--- config.mk ---
export PLATFORM = sky130hd
export DESIGN_NAME = twm_core
export DESIGN_NICKNAME = d
export VERILOG_FILES = /design/src/logic/twm_pkg.sv /design/src/logic/twm_tmr_if.sv /design/src/logic/twm_phase_timer.sv /design/src/logic/twm_pin_sync.sv /design/src/logic/twm_core.sv
export SDC_FILE = /design/constraint.sdc
export NUM_CORES = 1
export LEC_CHECK = 0
export BUFFER_PORTS_ARGS = -buffer_cell sky130_fd_sc_hd__clkbuf_2
export CAP_MARGIN = 20
export CELL_PAD_IN_SITES_DETAIL_PLACEMENT = 1
export CELL_PAD_IN_SITES_GLOBAL_PLACEMENT = 1
export CORE_MARGIN = 2
export CORE_UTILIZATION = 35
export CTS_CLUSTER_DIAMETER = 200
export CTS_CLUSTER_SIZE = 40
export DETAILED_ROUTE_END_ITERATION = 12
export GPL_ROUTABILITY_DRIVEN = 0
export GPL_TIMING_DRIVEN = 0
export PLACE_DENSITY_LB_ADDON = 0.1
export SKIP_CTS_REPAIR_TIMING = 1
export SLEW_MARGIN = 20
export SYNTH_ARGS = -nofsm -noshare
export SYNTH_HDL_FRONTEND = slang
export SYNTH_SLANG_ARGS = --single-unit
--- constraint.sdc ---
create_clock -name sys_clk_i -period 6.45 [get_ports sys_clk_i]
set_input_delay 0.9675 -clock sys_clk_i [delete_from_list [all_inputs] [get_ports sys_clk_i]]
set_output_delay 0.9675 -clock sys_clk_i [all_outputs]
set_load 0.02 [all_outputs]
--- src/logic/twm_pkg.sv ---
// constants and types shared by the two-wire master files
// assumes a 32-bit register bus with byte offsets below 0x100
package twm_pkg;
  localparam int          ADDR_W     = 8;
  // ****************
  // register offsets
  // ****************
  localparam logic [7:0]  OFF_CTRL   = 8'h00;
  localparam logic [7:0]  OFF_MODE   = 8'h04;
  localparam logic [7:0]  OFF_SUBA   = 8'h0c;
  localparam logic [7:0]  OFF_WAVE   = 8'h10;
  localparam logic [7:0]  OFF_STAT   = 8'h20;
  localparam logic [7:0]  OFF_IEN    = 8'h24;
  localparam logic [7:0]  OFF_IDIS   = 8'h28;
  localparam logic [7:0]  OFF_IMSK   = 8'h2c;
  localparam logic [7:0]  OFF_RXH    = 8'h30;
  localparam logic [7:0]  OFF_TXH    = 8'h34;
  // ****************
  // field positions
  // ****************
  localparam int          CR_START   = 0;
  localparam int          CR_STOP    = 1;
  localparam int          CR_MON     = 2;
  localparam int          CR_MOFF    = 3;
  localparam int          CR_SRST    = 7;
  localparam int          MM_SZ_LO   = 8;
  localparam int          MM_RD      = 12;
  localparam int          MM_DA_LO   = 16;
  localparam int          WV_CL_LO   = 0;
  localparam int          WV_CH_LO   = 8;
  localparam int          WV_CK_LO   = 16;
  localparam int          ST_DONE    = 0;
  localparam int          ST_RXR     = 1;
  localparam int          ST_TXF     = 2;
  localparam int          ST_NAK     = 8;
  // internal flag vector order
  localparam int          F_DONE     = 0;
  localparam int          F_RXR      = 1;
  localparam int          F_TXF      = 2;
  localparam int          F_NAK      = 3;
  // ****************
  // reset values and timing
  // ****************
  localparam logic [31:0] MODE_RST   = 32'h0000_0000;
  localparam logic [31:0] SUBA_RST   = 32'h0000_0000;
  localparam logic [31:0] WAVE_RST   = 32'h0000_0000;
  localparam logic [31:0] STAT_RST   = 32'h0000_0008;
  localparam logic [15:0] PH_FIX     = 16'h0003;
  localparam logic [15:0] PH_LAT     = 16'h0002;
  typedef enum logic [3:0] {
    S_IDLE, S_SRISE, S_SFALL, S_BLOW, S_BHIGH, S_PLOW, S_PHIGH, S_PEND, S_RSLOW
  } twm_st_t;
  typedef enum logic [1:0] {PH_ADDR, PH_SUB, PH_DATA} twm_ph_t;
endpackage

--- src/logic/twm_tmr_if.sv ---
// phase timer hookup between the core and its timer
// assumes both ends on sys_clk_i
`timescale 1ns/10ps
interface twm_tmr_if;
  logic        load;
  logic [15:0] cnt;
  logic        done;
  modport ctl (output load, output cnt, input done);
  modport tmr (input load, input cnt, output done);
endinterface

--- src/logic/twm_phase_timer.sv ---
// down counter timing one serial clock phase
// assumes load pulses only while idle or after done
`timescale 1ns/10ps
module twm_phase_timer (
  input  wire logic sys_clk_i,
  input  wire logic rst_i,
  twm_tmr_if.tmr    tmr_io
);
  typedef struct packed {
    logic        run;
    logic [15:0] cnt;
  } twm_tmr_t;
  twm_tmr_t r_q, r_d;

  always_comb begin
    r_d = r_q;
    if (tmr_io.load) begin
      r_d.run = 1'b1;
      r_d.cnt = tmr_io.cnt;
    end else if (r_q.run) begin
      if (r_q.cnt == 16'h0000) r_d.run = 1'b0;
      else r_d.cnt = r_q.cnt - 16'h0001;
    end
  end

  always_ff @(posedge sys_clk_i or posedge rst_i) begin
    if (rst_i) r_q <= '0;
    else r_q <= r_d;
  end

  assign tmr_io.done = r_q.run && (r_q.cnt == 16'h0000);
endmodule

--- src/logic/twm_pin_sync.sv ---
// three-stage input synchroniser with agreement filter
// assumes the line idles high
`timescale 1ns/10ps
module twm_pin_sync (
  input  wire logic sys_clk_i,
  input  wire logic rst_i,
  input  wire logic pin_i,
  output logic      lvl_o
);
  typedef struct packed {
    logic f1, f2, f3, lvl;
  } twm_sync_t;
  twm_sync_t r_q, r_d;

  // f1 feeds only f2: metastability stays in the first stage
  always_comb begin
    r_d     = r_q;
    r_d.f1  = pin_i;
    r_d.f2  = r_q.f1;
    r_d.f3  = r_q.f2;
    if (r_q.f2 == r_q.f3) r_d.lvl = r_q.f3;
  end

  always_ff @(posedge sys_clk_i or posedge rst_i) begin
    if (rst_i) r_q <= '1;
    else r_q <= r_d;
  end

  assign lvl_o = r_q.lvl;
endmodule

--- src/logic/twm_core.sv ---
// register-programmed two-wire serial master with AXI4-Lite slave
// assumes open-drain pads outside and pull-ups on both lines
//
// Summary of operation
// - start bit launches a frame
// - write direction: holding write launches frame
// - stop bit ends read after byte
// - missing acknowledge forces a stop
// - write frame stops when bytes run out
// - enable bit works unless disable set
// - disable waits for pending bytes
// - soft reset clears core registers, keeping the write response and pending read answer
// - size field picks sub-address byte count
// - direction bit picks read or write
// - sub-address register feeds sub-address bytes
// - low phase length from low divider
// - high phase length from high divider
// - exponent scales both phases
// - done flag low from start until stop or missing acknowledge
// - receive flag set on byte, read clears
// - transmit-free flag rules
// - not_acked_flag flag with done, read clears
// - enable and disable registers set mask
// - address byte is device address plus direction
// - ninth pulse is acknowledge slot
// - master acknowledges all but last byte
//
// Implementation choice: register access over AXI4-Lite.
`timescale 1ns/10ps
module twm_core (
  input  wire logic                      sys_clk_i,
  input  wire logic                      rst_i,
  input  wire logic [twm_pkg::ADDR_W-1:0] s_axi_awaddr_i,
  input  wire logic                      s_axi_awvalid_i,
  output logic                           s_axi_awready_o,
  input  wire logic [31:0]               s_axi_wdata_i,
  input  wire logic [3:0]                s_axi_wstrb_i,
  input  wire logic                      s_axi_wvalid_i,
  output logic                           s_axi_wready_o,
  output logic [1:0]                     s_axi_bresp_o,
  output logic                           s_axi_bvalid_o,
  input  wire logic                      s_axi_bready_i,
  input  wire logic [twm_pkg::ADDR_W-1:0] s_axi_araddr_i,
  input  wire logic                      s_axi_arvalid_i,
  output logic                           s_axi_arready_o,
  output logic [31:0]                    s_axi_rdata_o,
  output logic [1:0]                     s_axi_rresp_o,
  output logic                           s_axi_rvalid_o,
  input  wire logic                      s_axi_rready_i,
  output logic                           serial_clock_pin_o,
  output logic                           serial_clock_pin_oe_o,
  input  wire logic                      serial_data_pin_i,
  output logic                           serial_data_pin_o,
  output logic                           serial_data_pin_oe_o,
  output logic                           irq_o
);
  import twm_pkg::*;

  typedef struct packed {
    twm_st_t     st;
    twm_ph_t     ph;
    logic        go, dbit, scl_oe, sda_oe;
    logic        en, off_pend, start_pend, stop_req, thr_full;
    logic        rd_frame, addr_rd, last;
    logic [1:0]  subn, sz;
    logic [3:0]  bitn, flg, msk;
    logic [7:0]  sh, thr, rhr, cl, ch;
    logic        mrd;
    logic [6:0]  slave_device_addr;
    logic [23:0] suba;
    logic [2:0]  ck;
    logic        aw, w, bv, rv, awr, wrdy, arr, irq;
    logic [7:0]  wa;
    logic [31:0] wd, rd;
    logic [3:0]  ws;
  } twm_core_t;

  twm_core_t r, n;
  logic      sda_s, tdone, wr_go, rd_go, rd_hit, srst, rx, b;
  logic      ld_sub, ld_dat, ld_tx, go_stop;
  logic [1:0]  six;
  logic [7:0]  wa_w, ra_w;
  logic [15:0] nlo, nhi;
  logic [31:0] wv;

  twm_tmr_if tif ();
  twm_phase_timer u_tmr (.sys_clk_i(sys_clk_i), .rst_i(rst_i), .tmr_io(tif.tmr));
  twm_pin_sync u_sda (
    .sys_clk_i (sys_clk_i),
    .rst_i     (rst_i),
    .pin_i     (serial_data_pin_i),
    .lvl_o     (sda_s)
  );

  // ****************
  // helpers
  // ****************
  function automatic twm_core_t mv(twm_core_t s, twm_st_t t, logic c, logic d);
    s.st = t;
    s.go = 1'b1;
    s.scl_oe = c;
    // sda moves a cycle after scl falls, never with it
    if (c) s.dbit = d;
    else s.sda_oe = d;
    return s;
  endfunction

  function automatic logic [31:0] mrg(logic [31:0] o, logic [31:0] v, logic [3:0] s);
    logic [31:0] m;
    m = {{8{s[3]}}, {8{s[2]}}, {8{s[1]}}, {8{s[0]}}};
    return (o & ~m) | (v & m);
  endfunction

  function automatic logic [31:0] f2w(logic [3:0] f);
    return (32'(f[F_NAK]) << ST_NAK) | (32'(f[F_TXF]) << ST_TXF) |
           (32'(f[F_RXR]) << ST_RXR) | (32'(f[F_DONE]) << ST_DONE);
  endfunction

  function automatic logic [3:0] w2f(logic [31:0] v);
    return {v[ST_NAK], v[ST_TXF], v[ST_RXR], v[ST_DONE]};
  endfunction

  logic [31:0] mode_v, wave_v;
  assign mode_v = (32'(r.slave_device_addr) << MM_DA_LO) | (32'(r.mrd) << MM_RD) | (32'(r.sz) << MM_SZ_LO);
  assign wave_v = (32'(r.ck) << WV_CK_LO) | (32'(r.ch) << WV_CH_LO) | (32'(r.cl) << WV_CL_LO);
  assign wa_w = {r.wa[7:2], 2'b00};
  assign ra_w = {s_axi_araddr_i[7:2], 2'b00};
  assign nlo = (16'({8'h00, r.cl}) << r.ck) + PH_FIX;
  assign nhi = (16'({8'h00, r.ch}) << r.ck) + PH_FIX;
  assign tif.load = r.go && (r.st != S_IDLE);
  assign tif.cnt  = (r.scl_oe ? nlo : nhi) - PH_LAT;
  assign tdone    = tif.done;

  // ****************
  // next state
  // ****************
  always_comb begin
    n = r;
    wr_go = 1'b0; rd_go = 1'b0; rd_hit = 1'b0; srst = 1'b0;
    ld_sub = 1'b0; ld_dat = 1'b0; ld_tx = 1'b0; go_stop = 1'b0;
    six = 2'b00; wv = 32'h0000_0000;
    b = sda_s;
    rx = (r.ph == PH_DATA) && r.rd_frame;
    if (s_axi_awvalid_i && r.awr) begin
      n.aw = 1'b1;
      n.wa = s_axi_awaddr_i;
    end
    if (s_axi_wvalid_i && r.wrdy) begin
      n.w  = 1'b1;
      n.wd = s_axi_wdata_i;
      n.ws = s_axi_wstrb_i;
    end
    if (s_axi_bready_i && r.bv) n.bv = 1'b0;
    if (s_axi_rready_i && r.rv) n.rv = 1'b0;
    if (r.aw && r.w && !r.bv) begin
      wr_go = 1'b1;
      n.aw = 1'b0;
      n.w  = 1'b0;
      n.bv = 1'b1;
    end
    if (wr_go) begin
      case (wa_w)
        OFF_CTRL: begin
          if (r.wd[CR_SRST]) srst = 1'b1;
          else begin
            if (r.wd[CR_START]) n.start_pend = 1'b1;
            if (r.wd[CR_STOP]) n.stop_req = 1'b1;
            if (r.wd[CR_MON] && !r.wd[CR_MOFF]) begin
              n.en = 1'b1;
              n.flg[F_DONE] = 1'b1;
              n.flg[F_TXF] = 1'b1;
            end
            if (r.wd[CR_MOFF]) begin
              if (r.st == S_IDLE) n.en = 1'b0;
              else begin
                n.off_pend = 1'b1;
                if (r.rd_frame) n.stop_req = 1'b1;
              end
            end
          end
        end
        OFF_MODE: begin
          wv = mrg(mode_v, r.wd, r.ws);
          n.sz   = wv[MM_SZ_LO +: 2];
          n.mrd  = wv[MM_RD];
          n.slave_device_addr = wv[MM_DA_LO +: 7];
        end
        OFF_SUBA: begin
          wv = mrg({8'h00, r.suba}, r.wd, r.ws);
          n.suba = wv[23:0];
        end
        OFF_WAVE: begin
          wv = mrg(wave_v, r.wd, r.ws);
          n.cl = wv[WV_CL_LO +: 8];
          n.ch = wv[WV_CH_LO +: 8];
          n.ck = wv[WV_CK_LO +: 3];
        end
        OFF_IEN:  n.msk = r.msk | w2f(r.wd);
        OFF_IDIS: n.msk = r.msk & ~w2f(r.wd);
        OFF_TXH: begin
          n.thr = r.wd[7:0];
          n.thr_full = 1'b1;
          n.flg[F_TXF] = 1'b0;
          // write mode starts on data
          // data during the start, address or data bytes joins the running frame; during the stop it starts a new one
          if (!r.mrd && (r.st == S_IDLE || r.st == S_PLOW || r.st == S_PHIGH
              || r.st == S_PEND)) n.start_pend = 1'b1;
        end
        default: ;
      endcase
    end
    if (srst) begin
      n = '0;
      n.bv = 1'b1;
      // a read answer already offered must still complete
      n.rv = r.rv && !s_axi_rready_i;
      n.rd = r.rd;
    end
    if (s_axi_arvalid_i && r.arr) begin
      rd_go = 1'b1;
      rd_hit = 1'b1;
      n.rv = 1'b1;
      case (ra_w)
        OFF_MODE: n.rd = mode_v;
        OFF_SUBA: n.rd = {8'h00, r.suba};
        OFF_WAVE: n.rd = wave_v;
        OFF_STAT: begin
          n.rd = f2w(r.flg);
          n.flg[F_NAK] = 1'b0;
        end
        OFF_IMSK: n.rd = f2w(r.msk);
        OFF_RXH: begin
          n.rd = {24'h00_0000, r.rhr};
          n.flg[F_RXR] = 1'b0;
        end
        OFF_TXH: n.rd = {24'h00_0000, r.thr};
        default: begin
          n.rd = 32'h0000_0000;
          rd_hit = 1'b0;
        end
      endcase
    end
    if (!srst) begin
      if (r.st == S_IDLE) begin
        n.go = 1'b0;
        if (n.en && n.start_pend) begin
          n = mv(n, S_SRISE, 1'b0, 1'b0);
          n.start_pend = 1'b0;
          n.flg[F_DONE] = 1'b0;
          n.rd_frame = n.mrd;
          n.addr_rd  = n.mrd && (n.sz == 2'b00);
          n.sh = {n.slave_device_addr, n.mrd && (n.sz == 2'b00)};
          n.bitn = 4'h0;
          n.subn = n.sz;
          n.ph = PH_ADDR;
          n.last = 1'b0;
        end
      end else if (r.go) begin
        n.go = 1'b0;
        if (r.scl_oe) n.sda_oe = r.dbit;
      end else if (tdone) begin
        unique case (r.st)
          S_IDLE:  ;
          S_SRISE: n = mv(n, S_SFALL, 1'b0, 1'b1);
          S_SFALL: n = mv(n, S_BLOW, 1'b1, ~r.sh[7]);
          S_BLOW:  n = mv(n, S_BHIGH, 1'b0, r.sda_oe);
          S_PLOW:  n = mv(n, S_PHIGH, 1'b0, 1'b1);
          S_PHIGH: n = mv(n, S_PEND, 1'b0, 1'b0);
          S_RSLOW: n = mv(n, S_SRISE, 1'b0, 1'b0);
          S_PEND: begin
            n = mv(n, S_IDLE, 1'b0, 1'b0);
            n.flg[F_DONE] = 1'b1;
            n.stop_req = 1'b0;
            if (r.off_pend) begin
              n.en = 1'b0;
              n.off_pend = 1'b0;
            end
          end
          S_BHIGH: begin
            if (r.bitn != 4'h8) begin
              n.sh = {r.sh[6:0], b};
              n.bitn = r.bitn + 4'h1;
              if (r.bitn == 4'h7 && rx) begin
                n.rhr = {r.sh[6:0], b};
                n.flg[F_RXR] = 1'b1;
                n.last = n.stop_req;
              end
              n = mv(n, S_BLOW, 1'b1,
                     (r.bitn == 4'h7) ? (rx & ~n.last) : (~rx & ~r.sh[6]));
            end else begin
              n.bitn = 4'h0;
              if (rx) begin
                // start with stop means one byte
                if (r.last) go_stop = 1'b1;
                else n = mv(n, S_BLOW, 1'b1, 1'b0);
              end else if (b) begin
                n.flg = n.flg | 4'b1101;
                go_stop = 1'b1;
              end else begin
                unique case (r.ph)
                  PH_ADDR: begin
                    if (r.addr_rd) begin
                      n.ph = PH_DATA;
                      n = mv(n, S_BLOW, 1'b1, 1'b0);
                    end else if (r.subn != 2'b00) begin
                      n.ph = PH_SUB;
                      six = r.subn - 2'b01;
                      ld_sub = 1'b1;
                    end else ld_dat = 1'b1;
                  end
                  PH_SUB: begin
                    n.subn = r.subn - 2'b01;
                    if (n.subn != 2'b00) begin
                      six = n.subn - 2'b01;
                      ld_sub = 1'b1;
                    end else if (r.rd_frame) begin
                      n.addr_rd = 1'b1;
                      n.ph = PH_ADDR;
                      n.sh = {r.slave_device_addr, 1'b1};
                      n = mv(n, S_RSLOW, 1'b1, 1'b0);
                    end else ld_dat = 1'b1;
                  end
                  PH_DATA: ld_dat = 1'b1;
                endcase
              end
            end
          end
        endcase
      end
      if (ld_sub) begin
        n.sh = r.suba[{six, 3'b000} +: 8];
        ld_tx = 1'b1;
      end
      if (ld_dat) begin
        if (n.thr_full) begin
          n.sh = n.thr;
          n.thr_full = 1'b0;
          n.flg[F_TXF] = 1'b1;
          n.ph = PH_DATA;
          ld_tx = 1'b1;
        end else begin
          go_stop = 1'b1;
        end
      end
      if (ld_tx) n = mv(n, S_BLOW, 1'b1, ~n.sh[7]);
      if (go_stop) n = mv(n, S_PLOW, 1'b1, 1'b1);
    end
    n.awr  = !n.aw && !n.bv;
    n.wrdy = !n.w && !n.bv;
    n.arr  = !n.rv;
    n.irq  = |(n.flg & n.msk);
  end

  always_ff @(posedge sys_clk_i or posedge rst_i) begin
    if (rst_i) r <= '0;
    else r <= n;
  end

  assign s_axi_awready_o       = r.awr;
  assign s_axi_wready_o        = r.wrdy;
  assign s_axi_bvalid_o        = r.bv;
  assign s_axi_bresp_o         = 2'b00;
  assign s_axi_arready_o       = r.arr;
  assign s_axi_rvalid_o        = r.rv;
  assign s_axi_rdata_o         = r.rd;
  assign s_axi_rresp_o         = 2'b00;
  assign serial_clock_pin_o    = 1'b0;
  assign serial_clock_pin_oe_o = r.scl_oe;
  assign serial_data_pin_o     = 1'b0;
  assign serial_data_pin_oe_o  = r.sda_oe;
  assign irq_o                 = r.irq;

  // ****************
  // checks
  // ****************
  logic [15:0] lvl_n;
  always_ff @(posedge sys_clk_i or posedge rst_i) begin
    if (rst_i) lvl_n <= 16'h0001;
    else if (n.scl_oe != r.scl_oe) lvl_n <= 16'h0001;
    else lvl_n <= lvl_n + 16'h0001;
  end
endmodule

==> qor.yml <==
logic_synthesis:
  ys_ff_latch: 195
  synth_top_area_share_pct: 40.0
  syn-instance-count: 1405
  avgSynthCellArea_um2: 8.51
  synthTopCellsByArea: "dfrtp_1 40%, nand2_1 7.5%, a21oi_1 5.1%, mux2i_1 3.8%, nor2_1 3.5%"
  synth_warnings: 0
  async_flop_share_pct: 100
  ys_seq_area_share_pct: 40.9
  ys_types: 83
  synth_largest_area_cell: "dfrtp_1"
  synthFlopType: "dfrtp_1"
  syn_area_um2: 12000
  synth_enable_flop_cells: 0
clocking:
  cts_buffer_depth: 2
  clock_latency_ns: 0.46
  cts.clk_slew.worst_paths_ns: 0.08
  cts_made_buffers: 17
  cts_sinks: 195
  cts_tree: "done"
  cts_max_level: 4
  root_buffer: "clkbuf_16"
timing:
  setup_violations: 0
  tightest_slew_ns: 1.06
  period_share_pct: 69.0
  finalMaxSlewViolations: 0
  min_period_ns: 4.45
  slew_headroom_pct: 28.5
  grt_setup_unrepaired: "false"
  hold_viol: 0
  max_freq_ghz: 0.225
  skew_ns: 0.0223
outcome:
  outcome: "complete, no violations"
floorplan:
  core_um2: 33600
  die_w_um: 189
  num_io_pins: 106
  die_area_um2: 35600
  die_h_um: 189
  start_util_pct: 35.6
  fp-row-count: 67
critical_path:
  end_kind: "register"
  cp_slowest_cell: "nor4_1"
  crit_path_start_kind: "register"
  path_class: "reg -> reg"
  worst_ep_arrival_time_ns: 4.73
  crit_chain: "nor4_1 > nand3_1 > nor2_1 > clkbuf_1 > buf_1 > clkbuf_1 > clkbuf_1 > a21oi_1"
  critPathRequiredTime_ns: 6.73
  cp_common_cell: "clkbuf_1"
  crit_path_max_incr_delay_ns: 0.80
  worstPathMaxFanout: 10
cells_and_area:
  fin_nets: 1590
  antenna_cells: 0
  finish.utilization_pct: 40.7
  finish.instance_area_um2: 13700
  area_delta_synth_final_pct: 14.5
  fill_cells: 3980
  layout-drive-gt1-share_pct: 13.8
grt:
  grt_util_all_layers_pct: 26.7
  grt_pass1_vias: 11800
  grt_overflow: 0
  antenna_found_initial: 0
  grt_start_max_net_pins: 91
  grt_pass1_wl_um: 72000
route:
  route.detailed.drc: 0
  ant_nets: 0
  drt-pass1-iter-count: 5
  num_vias: 11400
  drt_iter0_drc: 753
  wl_um: 46800
  routedWlPerCell_um: 23.6
  via_per_inst: 5.75
power_and_ir_drop:
  comb_power_share_pct: 35.6
  report.power.total_mw: 4.76
  pwr-share-clk_pct: 25.0
  powerDensity_nw_per_um2: 348
  internal_power_mw: 2.75
  p_sw_mw: 2.01
  swShare_pct: 42.3
  ir_drop_v: 0.000197
  seqPwrFrac_pct: 39.4
  p_leak_nw: 5.92
min_path:
  hp-class: "reg -> reg"
placed_design:
  place_area_um2: 13000
  hpwl_um: 35800
  portBuffers: 76
run:
  cap_violations: 0
==> per-stage QoR <==
| stage | std cells | setup slack (ns) | hold WS (ns) | setup TNS (ns) |
|---|---|---|---|---|
| after floorplan | 1418 | 0.177 | 0.345 | 0 |
| after global placement | 1942 | -2.60 | 0.345 | -495.03 |
| after detailed placement | 1946 | 1.89 | 0.349 | 0 |
| after CTS | 1978 | 1.84 | 0.369 | 0 |
| after global routing | 1978 | 1.76 | 0.370 | 0 |
| final | 1978 | 2.00 | 0.362 | 0 |
==> worst max-delay path, delay by kind of cell, from the launching register on <==
family | cells | cell delay (ns)
simple gates | 3 | 1.27
compound gates | 1 | 0.14
buf+inv | 4 | 2.40
flops | 1 | 0.45
==> final timing paths <==
path | startpoint | end | depth (start not counted) | slack [ns]
worst max register to register | r[70] | r[186] | 8 | 2.00
max in group asynchronous | rst_i | r[123] | 3 | 5.17
min in group asynchronous | rst_i | r[74] | 2 | 0.50
worst min register to register | u_sda.r_d[2] | u_sda.r_d[1] | 0 | 0.36
worst max-delay path | r[70] | r[186] | 8 | 2.00
worst min-delay path | u_sda.r_d[2] | u_sda.r_d[1] | 0 | 0.36
==> cells by family (layout without fill, tap and decap cells) <==
kind of cell / Yosys count / count (layout) / share of synthesized area [%]
adder cells (fa/ha/maj): 14 / 14 / 1.44
buffers and inverters: 151 / 263 / 6.06
AND/OR/NAND/NOR: 584 / 584 / 23.4
AO/OA/AOI/OAI: 369 / 369 / 19.6
flip-flops: 195 / 195 / 40.9
multiplexers: 67 / 67 / 6.78
XOR/XNOR: 24 / 24 / 1.82
other: 1 / 14 / 0.0314
==> per-layer routing <==
| layer | GRT usage [%] | share of wire (%) |
|---|---|---|
| met1 | 36.3 | 45 |
| met2 | 42.9 | 47 |
| met3 | 5.40 | 5.6 |
| met4 | 8.29 | 2.6 |
| met5 | 0 | 0 |
==> power by group through the flow <==
| stage | combinational (mW) | sequential, mW | clock [mW] |
|---|---|---|---|
| 3_3_place_gp | 1.64 | 1.87 | 0 |
| 4_1_cts | 1.69 | 1.86 | 1.22 |
| 5_1_grt | 1.86 | 1.90 | 1.26 |
| 2_1_floorplan | 1.16 | 1.71 | 0 |
| 6_report | 1.70 | 1.87 | 1.19 |
| 3_5_place_dp | 1.67 | 1.88 | 0 |
==> cell usage after synthesis, types with 6 or more instances <==
library cell,instances
a31oi_1,17
o21ai_0,77
nand3_1,71
nand2_1,239
a211oi_1,8
ha_1,13
and2_1,13
a211o_1,7
mux2i_1,45
a21oi_1,121
buf_1,6
buf_4,38
and3_1,11
a22oi_1,21
a21o_1,7
a221oi_1,6
nand2b_1,9
nand3b_1,6
nor2_1,110
clkbuf_1,75
dfrtp_1,191
o211ai_1,9
nand4_1,12
inv_1,25
nor3_1,29
mux2_2,12
o21a_1,7
mux4_2,10
or2_2,9
nor2b_1,8
o22ai_1,10
nor4_1,15
xnor2_1,15
xor2_1,8
o31ai_1,14
or3_1,7
==> flip-flops by register name, summed over array words and instances, names as in the netlist <==
register	flops
serial_data_pin_oe_o	1
u_sda.lvl_o	1
u_sda.r_d	2
u_sda.r_q	1
r	142
s_axi_arready_o	1
s_axi_wready_o	1
s_axi_awready_o	1
s_axi_rdata_o	24
u_tmr.r_q	17
irq_o	1
s_axi_rvalid_o	1
s_axi_bvalid_o	1
serial_clock_pin_oe_o	1
==> area by class of cell <==
class                   instances  area, µm²  area share (%)
well taps                     448        561            4.10
multi-input cells            1072       6410            46.9
inverters                      25        101           0.741
plain buffers                 126        632            4.62
clock buffers                  19        453            3.31
flip-flops and latches        195       4880            35.7
repair buffers                 80        448            3.27
clock inverters                13        190            1.39
==> cells in the final DEF (no fill, tap or decap), types with 7 or more instances in the layout <==
master / netlist / layout
clkbuf_2: 2 / 79
nand2_1: 239 / 239
a22oi_1: 21 / 21
xnor2_1: 15 / 15
buf_4: 38 / 39
nor2b_1: 8 / 8
or3_1: 7 / 7
nand4_1: 12 / 12
o31ai_1: 14 / 14
clkbuf_16: 0 / 17
a21oi_1: 121 / 121
a21o_1: 7 / 7
mux4_2: 10 / 10
inv_1: 25 / 24
or2_2: 9 / 9
a31oi_1: 17 / 16
clkbuf_1: 75 / 74
and3_1: 11 / 11
and2_1: 13 / 13
conb_1: 1 / 14
o211ai_1: 9 / 9
nand3_1: 71 / 71
o22ai_1: 10 / 10
o21ai_0: 77 / 77
mux2_2: 12 / 12
nor4_1: 15 / 13
mux2i_1: 45 / 45
o21a_1: 7 / 7
ha_1: 13 / 13
nand2b_1: 9 / 9
a211oi_1: 8 / 8
nor2_1: 110 / 110
dfrtp_1: 191 / 191
nor3_1: 29 / 29
xor2_1: 8 / 8
a211o_1: 7 / 7
No activity file was read; power rests on OpenSTA's default activity.
